[config.mk]
export PLATFORM = sky130hd
export DESIGN_NAME = pmm_map
export DESIGN_NICKNAME = d
export VERILOG_FILES = /design/src/common/pmm_pkg.sv /design/src/pmm_map.sv /design/src/pmm_ram.sv
export VERILOG_INCLUDE_DIRS = /design/src /design/src/common
export SDC_FILE = /design/constraint.sdc
export NUM_CORES = 2
export LEC_CHECK = 0
export BUFFER_PORTS_ARGS = -buffer_cell sky130_fd_sc_hd__buf_2
export CORE_ASPECT_RATIO = 2
export CORE_MARGIN = 2
export CORE_UTILIZATION = 31
export DETAILED_ROUTE_END_ITERATION = 7
export SYNTH_ARGS = -nofsm -noshare
export SYNTH_HDL_FRONTEND = slang
export SYNTH_SLANG_ARGS = --single-unit
[constraint.sdc]
create_clock -name clk_sys -period 4.01 [get_ports clk_sys]
set_clock_uncertainty 0.15 [all_clocks]
set_input_delay 0.802 -clock clk_sys [delete_from_list [all_inputs] [get_ports clk_sys]]
set_output_delay 0.802 -clock clk_sys [all_outputs]
set_load 0.05 [all_outputs]
[src/common/pmm_params.svh]
/*
 * Constants for the program and data memory map of the core.
 * Assumes inclusion by bare name from the package and the design files.
 */
`ifndef PMM_PARAMS_SVH
`define PMM_PARAMS_SVH

`define PMM_PC_W          13
`define PMM_INSTR_W       14
`define PMM_PROG_AW_LARGE 13
`define PMM_PROG_AW_SMALL 12
`define PMM_RESET_VEC     13'h0000
`define PMM_INT_VEC       13'h0004
`define PMM_DATA_W        8
`define PMM_BANK_AW       7
`define PMM_FULL_AW       9
`define PMM_BSEL_HI_BIT   6
`define PMM_BSEL_LO_BIT   5
`define PMM_STATUS_RST    8'h18
`define PMM_SFR_LIMIT     7'h20
`define PMM_COMMON_BASE   7'h70
`define PMM_OFS_INDIRECT  7'h00
`define PMM_OFS_PCL       7'h02
`define PMM_OFS_STATUS    7'h03
`define PMM_OFS_POINTER   7'h04
`define PMM_OFS_PCLATH    7'h0a
`define PMM_OFS_INTCTL    7'h0b
`define PMM_RAM_WORDS     512

`endif

[src/common/pmm_pkg.sv]
/*
 * Types for the memory map block.
 * Assumes pmm_params.svh is on the include path.
 */
`include "pmm_params.svh"

package pmm_pkg;

    typedef struct packed {
        logic                    fetch_en;
        logic                    jump;
        logic [`PMM_PC_W-1:0]    jump_addr;
        logic                    int_take;
    } pmm_prog_req_t;

    typedef struct packed {
        logic                     rd_en;
        logic                     wr_en;
        logic [`PMM_BANK_AW-1:0]  addr;
        logic [`PMM_DATA_W-1:0]   wdata;
    } pmm_data_req_t;

    typedef enum logic [1:0] {
        PMM_RUN,
        PMM_HOLD
    } pmm_mode_t;

    typedef struct packed {
        logic [`PMM_PC_W-1:0]     pc;
        logic [`PMM_PC_W-1:0]     prog_addr;
        logic [`PMM_DATA_W-1:0]   status;
        logic [`PMM_DATA_W-1:0]   pointer;
        logic [`PMM_DATA_W-1:0]   pclath;
        logic [`PMM_DATA_W-1:0]   intctl;
        logic [`PMM_DATA_W-1:0]   rdata;
        logic                     rvalid;
        logic                     sel_ram;
        pmm_mode_t                mode;
    } pmm_state_t;

endpackage : pmm_pkg

[src/pmm_map.sv]
/*
 * Program counter and banked data memory map of the core.
 * The program side advances, jumps and vectors a 13-bit counter and
 * masks the fetch address to the implemented depth. The data side turns
 * a direct or indirect offset into a bank address, serves the core
 * registers from flops in every bank, reads the other special offsets as zero and serves the rest from a RAM.
 * Assumes the core sequencer drives requests synchronous to clk_sys,
 * and that software writes each RAM cell before reading it, since the
 * array has no reset.
 */
`timescale 1ns/10ps
`include "pmm_params.svh"

module pmm_map #(
    parameter int PROG_AW = `PMM_PROG_AW_LARGE
) (
    input  wire logic                   clk_sys,
    input  wire logic                   rstn,
    input  wire pmm_pkg::pmm_prog_req_t prog_req,
    input  wire pmm_pkg::pmm_data_req_t data_req,
    output logic [`PMM_PC_W-1:0]        pc,
    output logic [`PMM_PC_W-1:0]        prog_addr,
    output logic                        prog_valid,
    output logic [`PMM_DATA_W-1:0]      data_rdata,
    output logic                        data_rvalid,
    output logic [`PMM_DATA_W-1:0]      status,
    output logic [`PMM_DATA_W-1:0]      indirect_pointer,
    output logic [1:0]                  bank
);
    import pmm_pkg::*;

    localparam logic [`PMM_PC_W-1:0] WRAP_MASK = `PMM_PC_W'((1 << PROG_AW) - 1);

    pmm_state_t state_reg;
    pmm_state_t state_next;

    logic                      bank_select_high;
    logic                      bank_select_low;
    logic                      via_pointer;
    logic [`PMM_BANK_AW-1:0]   ofs;
    logic [`PMM_FULL_AW-1:0]   full_addr;
    logic                      is_sfr;
    logic                      is_common;
    logic                      ram_hit;
    logic                      ram_wr;
    logic [`PMM_FULL_AW-1:0]   ram_addr;
    logic [`PMM_DATA_W-1:0]    ram_rdata;
    logic [`PMM_DATA_W-1:0]    sfr_rdata;
    logic [`PMM_PC_W-1:0]      pc_step;

    // Write strobes, next counter value and held register read data
    logic                      wr_sfr;
    logic                      wr_pcl;
    logic                      wr_status;
    logic                      wr_pointer;
    logic                      wr_pclath;
    logic                      wr_intctl;
    logic [`PMM_PC_W-1:0]      pc_target;
    logic [`PMM_PC_W-1:0]      pcl_target;
    logic [`PMM_DATA_W-1:0]    rd_hold;

    assign bank_select_high = state_reg.status[`PMM_BSEL_HI_BIT];
    assign bank_select_low  = state_reg.status[`PMM_BSEL_LO_BIT];

    // Offset 00h is not a register: it redirects through the pointer
    assign via_pointer = (data_req.addr == `PMM_OFS_INDIRECT);

    always_comb begin
        if (via_pointer) begin
            // Pointer bit 7 stands in for the low bank bit, high bit from status
            full_addr = {bank_select_high, state_reg.pointer};
        end else begin
            full_addr = {bank_select_high, bank_select_low, data_req.addr};
        end
    end

    assign ofs       = full_addr[`PMM_BANK_AW-1:0];
    assign is_sfr    = (ofs < `PMM_SFR_LIMIT);
    assign is_common = (ofs >= `PMM_COMMON_BASE);
    // Common top region aliases bank 0 so it is reachable from any bank
    assign ram_addr  = is_common ? {2'b00, ofs} : full_addr;
    // A pointer access to offset 00h itself would loop; treat it as no location
    assign ram_hit   = !is_sfr && !(via_pointer && state_reg.pointer[`PMM_BANK_AW-1:0] == `PMM_OFS_INDIRECT);
    assign ram_wr    = data_req.wr_en && ram_hit;

    pmm_ram #(
        .AW    (`PMM_FULL_AW),
        .DW    (`PMM_DATA_W),
        .WORDS (`PMM_RAM_WORDS)
    ) u_ram (
        .clk_sys (clk_sys),
        .wr_en   (ram_wr),
        .addr    (ram_addr),
        .wdata   (data_req.wdata),
        .rdata   (ram_rdata)
    );

    // Core registers are the same physical flops in every bank
    always_comb begin
        case (ofs)
            `PMM_OFS_PCL:     sfr_rdata = state_reg.pc[`PMM_DATA_W-1:0];
            `PMM_OFS_STATUS:  sfr_rdata = state_reg.status;
            `PMM_OFS_POINTER: sfr_rdata = state_reg.pointer;
            `PMM_OFS_PCLATH:  sfr_rdata = state_reg.pclath;
            `PMM_OFS_INTCTL:  sfr_rdata = state_reg.intctl;
            default:          sfr_rdata = '0;
        endcase
    end

    assign wr_sfr     = data_req.wr_en && is_sfr;
    assign pc_step    = `PMM_PC_W'(state_reg.pc + 1'b1);
    // Upper counter bits come from the latch register, as a computed jump needs
    assign pcl_target = {state_reg.pclath[`PMM_PC_W-`PMM_DATA_W-1:0], data_req.wdata};

    // One strobe per core register keeps the write decode apart from the state update
    always_comb begin
        wr_pcl     = 1'b0;
        wr_status  = 1'b0;
        wr_pointer = 1'b0;
        wr_pclath  = 1'b0;
        wr_intctl  = 1'b0;
        if (wr_sfr) begin
            case (ofs)
                `PMM_OFS_PCL:     wr_pcl     = 1'b1;
                `PMM_OFS_STATUS:  wr_status  = 1'b1;
                `PMM_OFS_POINTER: wr_pointer = 1'b1;
                `PMM_OFS_PCLATH:  wr_pclath  = 1'b1;
                `PMM_OFS_INTCTL:  wr_intctl  = 1'b1;
                // Unbuilt special locations take no write
                default:          wr_pcl     = 1'b0;
            endcase
        end
    end

    // A data write to the low counter byte overrides every program request
    always_comb begin
        if (wr_pcl) begin
            pc_target = pcl_target;
        end else if (prog_req.int_take) begin
            pc_target = `PMM_INT_VEC;
        end else if (prog_req.jump) begin
            pc_target = prog_req.jump_addr;
        end else if (prog_req.fetch_en) begin
            pc_target = pc_step;
        end else begin
            pc_target = state_reg.pc;
        end
    end

    // RAM data come later from the memory's own output register, so only registers are held here
    always_comb begin
        if (ram_hit) begin
            rd_hold = '0;
        end else if (is_sfr) begin
            rd_hold = sfr_rdata;
        end else begin
            rd_hold = '0;
        end
    end

    always_comb begin
        state_next        = state_reg;
        state_next.rvalid = data_req.rd_en;
        state_next.mode   = data_req.rd_en ? PMM_HOLD : PMM_RUN;
        if (data_req.rd_en) begin
            state_next.sel_ram = ram_hit;
            state_next.rdata   = rd_hold;
        end
        if (wr_status) begin
            state_next.status = data_req.wdata;
        end
        if (wr_pointer) begin
            state_next.pointer = data_req.wdata;
        end
        if (wr_pclath) begin
            state_next.pclath = data_req.wdata;
        end
        if (wr_intctl) begin
            state_next.intctl = data_req.wdata;
        end
        state_next.pc        = pc_target;
        // Fetch address is masked to the implemented depth; the counter keeps all 13 bits
        state_next.prog_addr = pc_target & WRAP_MASK;
    end

    always_ff @(posedge clk_sys or negedge rstn) begin
        if (!rstn) begin
            state_reg           <= '0;
            state_reg.pc        <= `PMM_RESET_VEC;
            state_reg.prog_addr <= `PMM_RESET_VEC;
            state_reg.status    <= `PMM_STATUS_RST;
            state_reg.mode      <= PMM_RUN;
        end else begin
            state_reg <= state_next;
        end
    end

    // Program port follows its own requests, except that a data write to the low counter byte loads the counter
    assign pc               = state_reg.pc;
    assign prog_addr        = state_reg.prog_addr;
    assign prog_valid       = rstn;
    assign data_rdata       = state_reg.sel_ram ? ram_rdata : state_reg.rdata;
    assign data_rvalid      = state_reg.rvalid;
    assign status           = state_reg.status;
    assign indirect_pointer = state_reg.pointer;
    assign bank             = {bank_select_high, bank_select_low};
endmodule : pmm_map

[src/pmm_ram.sv]
/*
 * General purpose static RAM for the data memory, registered read port.
 * Assumes one clock; read data appear one cycle after the request.
 */
`timescale 1ns/10ps
`include "pmm_params.svh"

module pmm_ram #(
    parameter int AW    = `PMM_FULL_AW,
    parameter int DW    = `PMM_DATA_W,
    parameter int WORDS = `PMM_RAM_WORDS
) (
    input  wire logic          clk_sys,
    input  wire logic          wr_en,
    input  wire logic [AW-1:0] addr,
    input  wire logic [DW-1:0] wdata,
    output logic      [DW-1:0] rdata
);
    logic [DW-1:0] mem [WORDS];

    // No reset on the array; only the read register matters after reset
    always_ff @(posedge clk_sys) begin
        if (wr_en) begin
            mem[addr] <= wdata;
        end
        rdata <= mem[addr];
    end
endmodule : pmm_ram

; ---- Word level (Yosys, flattened, before mapping)
; Memories as Yosys holds them, arrays and structs flattened. A register that Yosys moved wholly into a read port is not among the register bits.
; Cells that the tools add are included.
; W data, S select, Z words.
[totals]
ff_bits = 55
mem_bits_rw = 4096
in_bits = 35
output_inout_bits = 54
word_cells = 48
mem_count = 1
[mem_list]
columns = memory, depth, width, rd, rd_ports_with_merged_regs, write_ports, line
row1 = u_ram.mem, 512, 8, 1, 1, 1, pmm_ram.sv:19  ; logic [DW-1:0] mem [WORDS];
[op_classes]
addsub = 1
n_lt_le_gt_ge = 2
eq_ne = 5
muxes = 22
reduce_logical = 9
[op_table]
columns = cell, count
row1 = $mux W13, 4
row2 = $pmux W8 S5, 1
row3 = $mux W8, 4
row4 = $eq A7 B2 Y1 const B, 2
row5 = $eq A7 B4 Y1 const B, 2
row6 = $logic_not A7 Y1, 2
row7 = $add A13 B1 Y13 const B, 1
row8 = $mux W1, 12
row9 = $mux W9, 1
row10 = $eq A7 B3 Y1 const B, 1
row11 = $ge A7 B7 Y1 const B, 1
row12 = $lt A7 B6 Y1 const B, 1
row13 = $logic_and A1 B1 Y1, 4
row14 = $reduce_bool A4 Y1, 1
row15 = $logic_not A1 Y1, 2

; ---- Logic depth before layout (Yosys ltp)
[logic_depth]
word_depth = 8
ltp_mapped = 15
ltp_nobuf = 9

; ---- By module
; Synthesis repeated with hierarchy kept, for this count alone.
[unflattened]
hier_cells = 7955
hier_area_um2 = 162114.2
[modules_own_cells]
columns = module, instances, cells_each, area_per_inst_um2, seq_area_each_um2
row1 = pmm_ram, 1, 7575, 158359.4, 123158.1
row2 = pmm_map, 1, 380, 3754.9, 1378.8

; ---- Least setup slack after synthesis
; No wires, ideal clock.
[synth_timing]
kind = in2reg
from = input port data_req[9] (netlist name)
to = memory u_ram.mem[44][0] (netlist name) (enable)
arrival_time_ns = 3.444
required_time_ns = 3.490
setup_slack_ns = 0.046
stages = 8
cell_sequence = or4_1 buf_2 nor2_4 mux2_2 nor3_1 nand2_1 clkbuf_1 nor2_1
[synth_between]
elab_chain_len = 8
[synth_lines]
columns = item, line
row1 = "start, declared", pmm_map.sv:20  ; input wire pmm_pkg::pmm_data_req_t data_req,
row2 = $logic_not A7 Y1 (no source line), --
row3 = $mux W8, pmm_map.sv:69  ; if (via_pointer) begin
row4 = $lt A7 B6 Y1 (no source line), --
row5 = $logic_not A1 Y1, pmm_map.sv:83  ; assign ram_hit = !is_sfr && !(via_pointer && state_reg.pointer[`PMM_BANK_AW-1:0] == `PMM_OFS_INDIRECT);
row6 = $logic_and A1 B1 Y1, pmm_map.sv:83
row7 = $logic_and A1 B1 Y1, pmm_map.sv:84  ; assign ram_wr = data_req.wr_en && ram_hit;
row8 = $mux W1, pmm_ram.sv:23  ; if (wr_en) begin
row9 = $mux W1 (not written as such), pmm_ram.sv:24  ; mem[addr] <= wdata;
row10 = "end, declared", pmm_ram.sv:19
; Parallel ways exist; a longest one is shown, timed or not.

; ---- Worst setup path after layout
[layout_timing]
from = register state_reg, in the netlist indirect_pointer[0]
to = register u_ram.rdata[2] (read register of u_ram.mem)
[layout_between]
elab_chain_len = 3
[layout_lines]
columns = item, line
row1 = "start, declared", pmm_map.sv:34  ; pmm_state_t state_reg;
row2 = "start signal, assigned", pmm_map.sv:194  ; state_reg <= state_next;
row3 = $mux W8 (*), pmm_map.sv:69
row4 = $ge A7 B7 Y1 (no source line), --
row5 = $mux W9 (*), pmm_map.sv:81  ; assign ram_addr = is_common ? {2'b00, ofs} : full_addr;
row6 = "end, declared", pmm_ram.sv:17  ; output logic [DW-1:0] rdata
; Every way passes the cells marked *; elsewhere a longest branch is shown, timed or not.
; A chain may end at the register's enable or synchronous reset.

==> run summary <==
During placement, the flow inserted port buffers numbering 88. Of all cell types, the one taking the most synthesized area is edfxtp_1. In this run the worst setup path begins at indirect_pointer[0]$_DFFE_PN0P_. The maximum number of pins on one net before global-route repair came out at 153. Relative to the synthesized area, the layout overhead comes to 23.5%.

Summing all multi-input logic gate instances after layout gives 0.0344 mm². The synthesized netlist contains 74 unique library cells. For this run, design rule violations remaining after detail routing come to 0. Along the worst path, the maximum fanout reaches 29. Setup slack closes at 0.0173 ns.

For the setup total negative slack, the log shows 0 ns. Setup violations remaining at the end of the flow were counted as 0. The launching element type of the critical path was a register. The worst setup path is captured at a register. After detailed routing, the total wire length is 489000 µm. The yosys synthesis warning count was 0.

In the layout the commonest cells are edfxtp_1 (3760), buf_4 (1365), conb_1 (1072), a22oi_1 (1034), nand2_1 (684). Prior to clock tree synthesis, the placed netlist has a worst setup slack of -1.49 ns. The post-route minimum period was 3.99 ns; the clock latency on the worst-skew pair was 0.99 ns. For the leakage power summed over all cells, the log shows 0.0609 µW.

The starting utilization of the core area is 0.311. Clock tree synthesis found a total of 3823 sinks. The run gives 0.776 as the sequential-to-total area share from yosys stat. Ranked by total cell area, the synthesized netlist is headed by edfxtp_1 (77%), a22oi_1 (5.3%), a221oi_1 (3.2%). For the total number of vias, the log shows 96000. The all-layer global routing usage came out at 0.195.

The total core area came out at 0.474 mm². The initialized floorplan defines 358 standard-cell rows. Endpoint required time on the critical path: 4.74 ns. Power spread over the standard cell area amounts to 449 mW/mm². TritonCTS built the clock tree. Area used by sequential logic in the layout: 0.114 mm². The worst flop-to-flop path startpoint was indirect_pointer[0]$_DFFE_PN0P_.

The run gives 0.0355 ns as the worst hold slack. The clock-pin slew on the worst setup and hold paths came out at 0.07 ns. The headroom to the max-slew limit was 0.0715; the number of synthesized register bits was 3823. Dividing the detail-routed via count by the number of cells gives 5.30. Worst min-delay path class: in -> reg.

The final core area utilization was 0.384; the via count of the first global-routing pass was 97100. For this run the aggregate overflow at the end of global routing stands at 0. Derived from the worst setup path, the maximum achievable clock frequency is 0.250 GHz. The fraction of the cycle the final worst path needs is 0.996. The remaining number of nets flagged by the antenna check after routing was 0. The logs give 4 for the worst-case clock buffer depth and 300 for the TritonCTS buffer count.

The synthesized netlist occupies a cell area of 0.147 mm². The count of TritonRoute iterations in the first routing pass came out at 8. The library cell used most frequently in the layout, excluding fill and tap cells, is edfxtp_1.

The run gives 0.315 mV as the maximum vdd drop. The tools report the clock tree root buffer cell as clkbuf_16. The total count of hold-check failures in the final report came out at 0.

The tools report the max-slew violation count as 0. The run finished with clean final reports. The floorplan step defined a die boundary enclosing 0.481 mm². The die is 979 µm tall. The worst setup path is of the reg -> reg kind.

Synthesis produced 9280 cells. For the pin with the worst max-slew slack, the measured transition is 1.39 ns. The tools report the number of inserted filler cells in the final layout as 43800. The tool flagged a number of max-cap violations equal to 0. The area share of the leading cell type in the synthesized netlist works out to 0.766. The tools report the first-pass GRT wire length as 685000 µm. For the first-iteration detailed-routing DRC count, the log shows 9300.

Most used flip-flop cell after synthesis: edfxtp_1. The startpoint identified for the worst hold timing path is data_req[0]. The synthesized area per cell is 15.9 µm², and the final-stage net count is 11600.

At the end of routability-driven placement, the weighted congestion stood at 0.911. At the worst endpoint, the arrival time is 4.72 ns. The H-tree depth was 5; the layout cell share with drive strength beyond 1 was 0.199. The number of flip-flops under the largest register name is 3760, and the number of flops mapped to enable cells by yosys is 3760. Once detailed placement completed, the half-perimeter wirelength came to 332000 µm.

The initial antenna violation count is 11, and the routed wirelength normalized by instance count is 27.0 µm. The die is 492 µm wide. The share of flip-flops with an asynchronous set or reset after synthesis came out at 0.0144. 89 I/O pins were placed.

The completed layout was analyzed and its total power is 81800 µW.
[power breakdown]
part           internal, µW  leakage (µW)  total [µW]  switching, µW
registers             44900        0.0354       45300            372
clock network         15800       0.00469       30300          14500
logic                  2060        0.0208        6240           4180
total                 62800        0.0609       81800          19000
[critical path, stage by stage, from the launching register on]
cell and delay [ns]:
dfrtp_2 0.46, buf_4 0.16, or4b_2 0.65, o22ai_4 0.18, buf_12 0.16, buf_4 0.12, buf_12 0.21, buf_4 0.21
a22oi_1 0.10, a31oi_1 0.23, a211oi_1 0.10, o22ai_1 0.29, buf_4 0.24, o21ai_0 0.22, nor4b_2 0.25, nand3_1 0.10
[final timing paths]
path	to	depth (start not counted)	slack, ns
min reg2reg	state_reg[19]$_DFFE_PN0P_	1	0.36
max	u_ram.rdata[2]$_DFF_P_	15	0.02
min	u_ram.mem[16][0]$_DFFE_PP_	1	0.04
max reg2reg	u_ram.rdata[2]$_DFF_P_	15	0.02
max in group asynchronous	indirect_pointer[0]$_DFFE_PN0P_	3	2.69
min in group asynchronous	prog_addr[9]$_DFFE_PN0P_	3	0.42
[cell families after synthesis]
logic type	count (synthesis)	share of synthesized area
flip-flops	3823	0.776
AO/OA/AOI/OAI	2978	0.147
AND/OR/NAND/NOR	1625	0.0486
buffers and inverters	798	0.0239
multiplexers	44	0.00328
XOR/XNOR	10	0.000594
adder cells (fa/ha/maj)	1	0.0000849
other	1	0.0000254
[synth_stat cells (4+ instances only)]
master and count:
a221oi_1 534, edfxtp_1 3760, o221ai_1 6, dfxtp_1 8
buf_6 4, nand3_1 203, o21ai_0 67, nor2_1 419
a31oi_1 337, a21boi_0 5, a21oi_1 483, xnor2_1 4
buf_4 51, nand4_1 5, a221o_1 31, buf_2 247
a222oi_1 110, a22oi_1 1039, inv_1 9, nor4b_1 4
o41ai_1 4, xor2_1 6, buf_1 99, dfrtp_1 53
or4_1 4, o31a_1 7, nand2_1 705, a211oi_1 151
clkbuf_1 388, o21a_1 4, a22o_1 58, o22ai_1 90
mux2_2 34, nor4_1 47, and3_1 184, nor2b_1 4
nor3_1 22, mux2i_1 10, o31ai_1 9, a311oi_1 12
and2_1 4
[metrics by stage]
stage                     instance area [µm²]  instances
final                                  182000      18100
after global routing                   182000      18100
after CTS                              182000      18100
after detailed placement               171000      17500
after global placement                 171000      17500
after floorplan                        151000      10400
[per-layer routing]
metal	track usage	routed length, µm
met5	0	38
met4	0.175	50600
met3	0.0231	27600
met2	0.364	259000
met1	0.186	152000
[final cells by class]
class,count,area share
clock inverters,182,0.0101
well taps,6300,0.0433
flip-flops and latches,3823,0.628
diodes,10,0.000137
clock buffers,364,0.0432
multi-input cells,5730,0.189
repair buffers,1695,0.0855
inverters,9,0.000186
[timing repair]
action	in CTS	in global routing
endpoints found under the hold margin	54	0
setup endpoints to repair	221	19
pin swaps	29	35
setup buffers	8	9
hold buffers	2	0
resized for setup	103	72
cloned	2	4
Note: power is estimated with default switching activity, not from simulation.
